File: src/include/apf_pkg.sv
`default_nettype none
package apf_pkg;
	// Exception kinds in the order they are taken, highest first.
	typedef enum logic [2:0] {
		APF_EXC_NONE = 3'h0,
		APF_EXC_RESET = 3'h1,
		APF_EXC_DABT = 3'h2,
		APF_EXC_FAST = 3'h3,
		APF_EXC_IRQ = 3'h4,
		APF_EXC_PABT = 3'h5,
		APF_EXC_UNDEF_TRAP = 3'h6
	} apf_exc_t;
	// Extended fault status codes, bit 4 lands in status bit 10.
	localparam logic [4:0] APF_FS_ALIGN = 5'h01;
	localparam logic [4:0] APF_FS_EXT_L1 = 5'h0C;
	localparam logic [4:0] APF_FS_EXT_L2 = 5'h0E;
	localparam logic [4:0] APF_FS_TRANS_SEC = 5'h05;
	localparam logic [4:0] APF_FS_TRANS_PAGE = 5'h07;
	localparam logic [4:0] APF_FS_DOM_SEC = 5'h09;
	localparam logic [4:0] APF_FS_DOM_PAGE = 5'h0B;
	localparam logic [4:0] APF_FS_PERM_SEC = 5'h0D;
	localparam logic [4:0] APF_FS_PERM_PAGE = 5'h0F;
	localparam logic [4:0] APF_FS_IMMU = 5'h10;
	localparam logic [4:0] APF_FS_LOCK = 5'h14;
	localparam logic [4:0] APF_FS_EXT_BUS = 5'h16;
	localparam logic [4:0] APF_FS_PARITY = 5'h18;
	// Field positions of the extended code bit and the domain in the status register.
	localparam int APF_FSR_HI_BIT = 10;
	localparam int APF_FSR_DOM_LSB = 4;
	// Link offsets.
	localparam logic [31:0] APF_LINK_OFF4 = 32'h0000_0004;
	localparam logic [31:0] APF_LINK_OFF8 = 32'h0000_0008;
	// Longest delay, in instructions, of a stall-until-complete abort.
	localparam int APF_STALL_MAX_INSTR = 3;
	localparam logic [31:0] APF_RESET_WORD = 32'h0000_0000;
endpackage : apf_pkg
`default_nettype wire

File: src/include/apf_fault_if.sv
`default_nettype none
// Resolved abort carried from the classifier to the top.
interface apf_fault_if;
	import apf_pkg::*;
	logic valid;
	logic [4:0] code;
	logic dom_valid;
	logic far_valid;
	logic precise;
	modport src (output valid, output code, output dom_valid, output far_valid, output precise);
	modport dst (input valid, input code, input dom_valid, input far_valid, input precise);
endinterface : apf_fault_if
`default_nettype wire

File: src/hw/apf_dabt_class.sv
`default_nettype none
// Ranks data abort causes and encodes the winner.
module apf_dabt_class
	import apf_pkg::*;
(
	input wire logic align_i,
	input wire logic ext_l1_i,
	input wire logic ext_l2_i,
	input wire logic trans_i,
	input wire logic dom_i,
	input wire logic perm_i,
	input wire logic is_page_i,
	input wire logic is_preload_i,
	input wire logic lock_i,
	input wire logic bus_err_i,
	input wire logic parity_i,
	apf_fault_if.src flt
);
	logic mmu_hit;

	// Preload hints drop translation, domain and permission faults silently.
	assign mmu_hit = (trans_i | dom_i | perm_i) & ~is_preload_i;

	// Fixed ranking; only the top cause is reported, others recur on retry.
	always_comb begin
		flt.valid = 1'b1;
		flt.precise = 1'b1;
		flt.dom_valid = 1'b0;
		flt.far_valid = 1'b1;
		flt.code = APF_FS_ALIGN;
		if (align_i) begin
			flt.code = APF_FS_ALIGN;
		end else if (ext_l1_i | ext_l2_i) begin
			flt.code = ext_l1_i ? APF_FS_EXT_L1 : APF_FS_EXT_L2;
			flt.dom_valid = ~ext_l1_i;
		end else if (mmu_hit & trans_i) begin
			flt.code = is_page_i ? APF_FS_TRANS_PAGE : APF_FS_TRANS_SEC;
			flt.dom_valid = is_page_i;
		end else if (mmu_hit & dom_i) begin
			flt.code = is_page_i ? APF_FS_DOM_PAGE : APF_FS_DOM_SEC;
			flt.dom_valid = 1'b1;
		end else if (mmu_hit & perm_i) begin
			flt.code = is_page_i ? APF_FS_PERM_PAGE : APF_FS_PERM_SEC;
			flt.dom_valid = 1'b1;
		end else if (lock_i) begin
			flt.code = APF_FS_LOCK;
			flt.far_valid = 1'b0;
		end else if (bus_err_i) begin
			flt.code = APF_FS_EXT_BUS;
			flt.far_valid = 1'b0;
			flt.precise = 1'b0;
		end else if (parity_i) begin
			flt.code = APF_FS_PARITY;
			flt.far_valid = 1'b0;
			flt.precise = 1'b0;
		end else begin
			flt.valid = 1'b0;
			flt.far_valid = 1'b0;
		end
	end
endmodule : apf_dabt_class
`default_nettype wire

File: src/hw/apf_pabt_class.sv
`default_nettype none
// Ranks prefetch abort causes; domain and address never valid.
module apf_pabt_class
	import apf_pkg::*;
(
	input wire logic immu_i,
	input wire logic ibus_err_i,
	input wire logic iparity_i,
	apf_fault_if.src flt
);
	// Highest cause wins the status field.
	always_comb begin
		flt.valid = immu_i | ibus_err_i | iparity_i;
		flt.precise = 1'b1;
		flt.dom_valid = 1'b0;
		flt.far_valid = 1'b0;
		if (immu_i) begin
			flt.code = APF_FS_IMMU;
		end else if (ibus_err_i) begin
			flt.code = APF_FS_EXT_BUS;
		end else begin
			flt.code = APF_FS_PARITY;
		end
	end
endmodule : apf_pabt_class
`default_nettype wire

File: src/hw/apf_abort_unit.sv
`default_nettype none
module apf_abort_unit
	import apf_pkg::*;
#(
	parameter int ADDR_W = 32,
	parameter int STALL_MAX = APF_STALL_MAX_INSTR
) (
	input wire logic clk_i,
	input wire logic rst_i,
	input wire logic reset_req_i,
	input wire logic fast_interrupt_i,
	input wire logic irq_i,
	input wire logic undef_i,
	input wire logic software_trap_i,
	input wire logic immu_fault_i,
	input wire logic ibus_err_i,
	input wire logic iparity_i,
	input wire logic [ADDR_W-1:0] fetch_pc_i,
	input wire logic align_fault_i,
	input wire logic ext_l1_i,
	input wire logic ext_l2_i,
	input wire logic trans_fault_i,
	input wire logic domain_fault_i,
	input wire logic perm_fault_i,
	input wire logic is_page_i,
	input wire logic [3:0] domain_i,
	input wire logic preload_hint_i,
	input wire logic lock_fault_i,
	input wire logic dbus_err_i,
	input wire logic dparity_i,
	input wire logic stall_access_i,
	input wire logic instr_retire_i,
	input wire logic [ADDR_W-1:0] exec_pc_i,
	input wire logic [ADDR_W-1:0] next_pc_i,
	input wire logic [ADDR_W-1:0] data_addr_i,
	output logic preload_issue_o,
	output logic [2:0] exc_take_o,
	output logic exc_valid_o,
	output logic restore_base_o,
	output logic [31:0] fault_status_reg_o,
	output logic [ADDR_W-1:0] fault_address_reg_o,
	output logic [ADDR_W-1:0] abort_link_reg_o,
	output logic stall_late_o
);
	apf_fault_if d_flt ();
	apf_fault_if p_flt ();
	apf_exc_t take;
	logic dabt_pend, imprecise_pend;
	logic [31:0] fault_status_reg, fault_status_next;
	logic [ADDR_W-1:0] fault_address_reg, fault_address_next;
	logic [ADDR_W-1:0] abort_link_reg, abort_link_next;
	logic [2:0] exc_reg;
	logic exc_valid_reg, restore_base_reg, stall_late_reg;
	logic stall_track_reg;
	logic [3:0] stall_cnt_reg;
	logic preload_mmu;

	// Splits a 5-bit extended code into bit 10 and bits 3:0 of the status word.
	function automatic logic [31:0] pack_status(input logic [4:0] code, input logic [3:0] dom);
		logic [31:0] w;
		w = APF_RESET_WORD;
		w[APF_FSR_HI_BIT] = code[4];
		w[3:0] = code[3:0];
		w[APF_FSR_DOM_LSB+3:APF_FSR_DOM_LSB] = dom;
		return w;
	endfunction

	apf_dabt_class u_dabt (
		.align_i(align_fault_i),
		.ext_l1_i(ext_l1_i),
		.ext_l2_i(ext_l2_i),
		.trans_i(trans_fault_i),
		.dom_i(domain_fault_i),
		.perm_i(perm_fault_i),
		.is_page_i(is_page_i),
		.is_preload_i(preload_hint_i),
		.lock_i(lock_fault_i),
		.bus_err_i(dbus_err_i),
		.parity_i(dparity_i),
		.flt(d_flt)
	);

	apf_pabt_class u_pabt (
		.immu_i(immu_fault_i),
		.ibus_err_i(ibus_err_i),
		.iparity_i(iparity_i),
		.flt(p_flt)
	);

	// A preload hint with a translation, domain, permission or alignment fault issues no memory load.
	assign preload_mmu = trans_fault_i | domain_fault_i | perm_fault_i;
	assign preload_issue_o = preload_hint_i & ~preload_mmu & ~align_fault_i;

	assign dabt_pend = d_flt.valid;
	assign imprecise_pend = d_flt.valid & ~d_flt.precise;

	// Fixed exception priority.
	always_comb begin
		if (reset_req_i) begin
			take = APF_EXC_RESET;
		end else if (dabt_pend) begin
			take = APF_EXC_DABT;
		end else if (fast_interrupt_i) begin
			take = APF_EXC_FAST;
		end else if (irq_i) begin
			take = APF_EXC_IRQ;
		end else if (p_flt.valid) begin
			take = APF_EXC_PABT;
		end else if (undef_i | software_trap_i) begin
			take = APF_EXC_UNDEF_TRAP;
		end else begin
			take = APF_EXC_NONE;
		end
	end

	// Next values of the status, address and link registers.
	always_comb begin
		fault_status_next = fault_status_reg;
		fault_address_next = fault_address_reg;
		abort_link_next = abort_link_reg;
		case (take)
			APF_EXC_DABT: begin
				// Only listed codes reach here, so reserved codes never appear.
				fault_status_next = pack_status(d_flt.code, d_flt.dom_valid ? domain_i : 4'h0);
				if (d_flt.far_valid) begin
					fault_address_next = data_addr_i;
				end
				if (d_flt.precise) begin
					abort_link_next = ADDR_W'(exec_pc_i + APF_LINK_OFF8);
				end else begin
					abort_link_next = ADDR_W'(next_pc_i + APF_LINK_OFF4);
				end
			end
			APF_EXC_PABT: begin
				fault_status_next = pack_status(p_flt.code, 4'h0);
				abort_link_next = ADDR_W'(fetch_pc_i + APF_LINK_OFF4);
			end
			default: begin
				fault_status_next = fault_status_reg;
			end
		endcase
	end

	// Fault registers load only on abort entry and hold otherwise.
	always_ff @(posedge clk_i or posedge rst_i) begin
		if (rst_i) begin
			fault_status_reg <= APF_RESET_WORD;
			fault_address_reg <= '0;
			abort_link_reg <= '0;
		end else begin
			fault_status_reg <= fault_status_next;
			fault_address_reg <= fault_address_next;
			abort_link_reg <= abort_link_next;
		end
	end

	// Taken exception and base restore decision, registered one cycle after the decision.
	always_ff @(posedge clk_i or posedge rst_i) begin
		if (rst_i) begin
			exc_reg <= 3'h0;
			exc_valid_reg <= 1'b0;
			restore_base_reg <= 1'b0;
		end else begin
			exc_reg <= take;
			exc_valid_reg <= (take != APF_EXC_NONE);
			restore_base_reg <= (take == APF_EXC_DABT) & d_flt.precise;
		end
	end

	// Tracks a stall-until-complete access; its bus error must arrive in time.
	always_ff @(posedge clk_i or posedge rst_i) begin
		if (rst_i) begin
			stall_track_reg <= 1'b0;
			stall_cnt_reg <= 4'h0;
			stall_late_reg <= 1'b0;
		end else begin
			stall_late_reg <= 1'b0;
			if (imprecise_pend | (stall_track_reg & (stall_cnt_reg == 4'(STALL_MAX)))) begin
				stall_track_reg <= 1'b0;
				stall_cnt_reg <= 4'h0;
			end else if (stall_access_i) begin
				stall_track_reg <= 1'b1;
				stall_cnt_reg <= 4'h0;
			end else if (stall_track_reg & instr_retire_i) begin
				stall_cnt_reg <= 4'(stall_cnt_reg + 4'h1);
			end
			// Flags a pending stalled access that outran its window.
			if (stall_track_reg & (stall_cnt_reg == 4'(STALL_MAX)) & dbus_err_i) begin
				stall_late_reg <= 1'b1;
			end
		end
	end

	// Registered outputs; the late flag marks a bus error at the very end of the stall window.
	assign stall_late_o = stall_late_reg;
	assign exc_take_o = exc_reg;
	assign exc_valid_o = exc_valid_reg;
	assign restore_base_o = restore_base_reg;
	assign fault_status_reg_o = fault_status_reg;
	assign fault_address_reg_o = fault_address_reg;
	assign abort_link_reg_o = abort_link_reg;
endmodule : apf_abort_unit
`default_nettype wire

File: config.mk
export PLATFORM = sky130hd
export DESIGN_NAME = apf_abort_unit
export DESIGN_NICKNAME = d
export VERILOG_FILES = /design/src/include/apf_pkg.sv /design/src/include/apf_fault_if.sv /design/src/hw/apf_dabt_class.sv /design/src/hw/apf_pabt_class.sv /design/src/hw/apf_abort_unit.sv
export SDC_FILE = /design/constraint.sdc
export NUM_CORES = 1
export LEC_CHECK = 0
export ABC_AREA = 1
export BUFFER_PORTS_ARGS = -buffer_cell sky130_fd_sc_hd__buf_2
export CORE_UTILIZATION = 40
export DETAILED_ROUTE_END_ITERATION = 8
export GPL_ROUTABILITY_DRIVEN = 0
export MAX_ROUTING_LAYER = met4
export PLACE_DENSITY = 0.69
export SLEW_MARGIN = 40
export SYNTH_ARGS = -nofsm -noshare
export SYNTH_HDL_FRONTEND = slang
export SYNTH_SLANG_ARGS = --single-unit
File: constraint.sdc
create_clock -name clk_i -period 2.8 [get_ports clk_i]
set_clock_uncertainty 0.15 [all_clocks]
set_input_delay 0.42 -clock clk_i [delete_from_list [all_inputs] [get_ports clk_i]]
set_output_delay 0.42 -clock clk_i [all_outputs]
set_load 0.02 [all_outputs]
==> impl_metrics.tcl <==
set metrics [dict create \
    outcome "finished, final reports clean" \
    crit_fanout 16 \
    firstDrtPassIters 6 \
    cts_resized 0 \
    synthMuxAreaShare_pct 5.221 \
    rsz0062_at_grt "no" \
    synth-async-reset-ratio_pct 100.0 \
    chipHeight_um 133.4 \
    clock_latency_ns 0.35 \
    io_pins 258 \
    vias 7676 \
    critPathRequiredTime_ns 2.89 \
    maxSlewViolCount 0 \
    ir_worst_vdd_uv 390.5 \
    path_clk_slew_ns 0.07 \
    synthXorXnorAreaFrac_pct 3.934 \
    regArea_um2 2102 \
    grt_pass1_vias 7177 \
    synth_flop_cell "dfrtp_1" \
    p_leak_nw 4.357 \
    grt_pass1_wl_um 36850 \
    hp-class "input port to flop" \
    diodes 0 \
    mostFrequentLayoutCell "nand2_1" \
    post_cts_buffers 0 \
    fin_crit_ns 1.968 \
    antenna_found_initial 0 \
    initial_utilization_pct 41.32 \
    path_class "input port to flop" \
    synth_compound_area_share_pct 4.840 \
    hold_viol 0 \
    final_layout_size_suffix_gt1_share_pct 25.75 \
    grt_usage_pct 27.58 \
    slew_headroom_pct 56.21 \
    cts.sinks 84 \
    synth_area_per_cell_um2 6.474 \
    core-area_um2 16700 \
    synth_cell_types 38 \
    synthAdderAreaFrac_pct 0.7252 \
    post-route-period-util_pct 70.30 \
    first_iter_violations 528 \
    worstMarginPinSlew_ns 0.6560 \
    critPathArrivalTime_ns 2.06 \
    most-common-layout-cells "398 x nand2_1, 234 x buf_2, 140 x nor2_1" \
    cts_max_path_buffers 2 \
    wirelength_um 23250 \
    multi_input_area_um2 4217 \
    cts_inserted_buffers 9 \
    crit_path_end_kind "flop" \
    finalSetupTns_ns 0 \
    fp.dieArea_um2 17780 \
    startpoint "align_fault_i" \
    ant_nets 0 \
    synth_top_area_share_pct 30.46 \
    worstHoldStart "fetch_pc_i[1]" \
    synthSimpleGateAreaFrac_pct 45.09 \
    place_hpwl_um 19190 \
    hold_ws_ns 0.1373 \
    synth_cells 1066 \
    synth_top_area_cell "dfrtp_1" \
    setup_viol 0 \
    cts_tree "done" \
    nets 1455 \
    synth_top_family_by_area "simple AND/OR/NAND/NOR gates" \
    seq_area_frac_synth_pct 30.46 \
    maxCapViolCount 0 \
    rows 47 \
    area_growth_pct 23.30 \
    root_buffer "clkbuf_16" \
    io_buffers 234 \
    cts-htree-levels 3 \
    fmax_mhz 508.1 \
    grt_overflow 0 \
    netlist_area_um2 6902 \
    p_per_area_nw_per_um2 419.5 \
    post_drt_via_cell_ratio 5.047 \
    postCtsHoldBufs 1 \
    cp-start-kind "input port" \
    synth_seq_cells 84 \
    die_w_um 133.4 \
    synth_edf_count 0 \
    yosys_warnings 0 \
    grt_max_degree 59 \
    synthTopCellsByArea "dfrtp_1 30%, nand2_1 22%, nand3_1 8.5%" \
    fillers 1713 \
    rr_startpoint "stall_cnt_reg[0]$_DFFE_PP0P_" \
    avgRoutedWirePerCell_um 15.28 \
    drc 0 \
]
worst paths after layout:
path	cells past startpoint	slack, ns	end
worst min register to register	2	0.32	fault_status_reg_o[7]$_DFFE_PP0P_
worst max register to register	4	1.50	stall_cnt_reg[1]$_DFFE_PP0P_
min in group asynchronous	3	0.46	fault_address_reg_o[3]$_DFFE_PP0P_
worst min-delay path	3	0.14	abort_link_reg_o[1]$_DFFE_PP0P_
worst max-delay path	11	0.83	abort_link_reg_o[17]$_DFFE_PP0P_
max in group asynchronous	4	1.38	abort_link_reg_o[1]$_DFFE_PP0P_
report_power, final:
group          leakage [nW]  internal [W]  switching, W  total (W)
sequential             1.01       0.00133     0.0000671    0.00140
clock                 0.150      0.000635      0.000577    0.00121
combinational          3.20      0.000338      0.000620   0.000957
total                  4.36       0.00231       0.00126    0.00357
cell families after synthesis:
| family | after synthesis |
|---|---|
| buf+inv | 139 |
| simple gates | 720 |
| xor+xnor | 31 |
| mux | 32 |
| compound gates | 55 |
| fa+ha+maj | 4 |
| other cells | 1 |
| flops | 84 |
Yosys cell counts (all sizes together), types with 10 or more instances:
| library cell | number |
|---|---|
| nand3b | 11 |
| nand4 | 12 |
| buf | 42 |
| nor2 | 152 |
| xor2 | 13 |
| nor3 | 10 |
| xnor2 | 18 |
| dfrtp | 84 |
| nand3 | 125 |
| nand2 | 405 |
| inv | 95 |
| o21ai | 38 |
| mux2 | 32 |
per-stage QoR:
stage                     total power (W)  util, %  worst slack [ns]  std cells  area (µm²)
after floorplan                  0.001990        -           0.06486       1088        6984
after global placement           0.002368    49.06            0.4673       1504        8193
after detailed placement         0.002380    49.06            0.4500       1504        8193
after CTS                        0.003606    50.95            0.8157       1521        8509
after global routing             0.003763    50.95            0.6645       1521        8509
final                            0.003570    50.95            0.8317       1521        8509
layer usage:
layer	global-route usage, %	wire length [µm]	part of all wire (%)
met4	11.11	798	3.4
met2	43.84	10760	46
met1	34.24	9531	41
met3	5.556	2161	9.3
met5	-	0	0
worst max-delay path, cell delays in order:
cell     delay (ns)
buf_2          0.13
inv_2          0.08
nand2_4        0.06
nor2_4         0.13
nand3_4        0.12
nand2_4        0.19
nand2_2        0.12
nor2_4         0.41
o21ai_0        0.21
nand3_1        0.12
nand2_1        0.05
cell type report:
cell class                 count  area share [%]
timing repair buffer         241           14.70
sequential                    84           24.70
tap                          220           3.235
multi-input combinational    865           49.55
inverter                      95           4.205
clock inverter                 7          0.9557
clock buffer                   9           2.647
No activity file was read; power rests on OpenSTA's default activity.
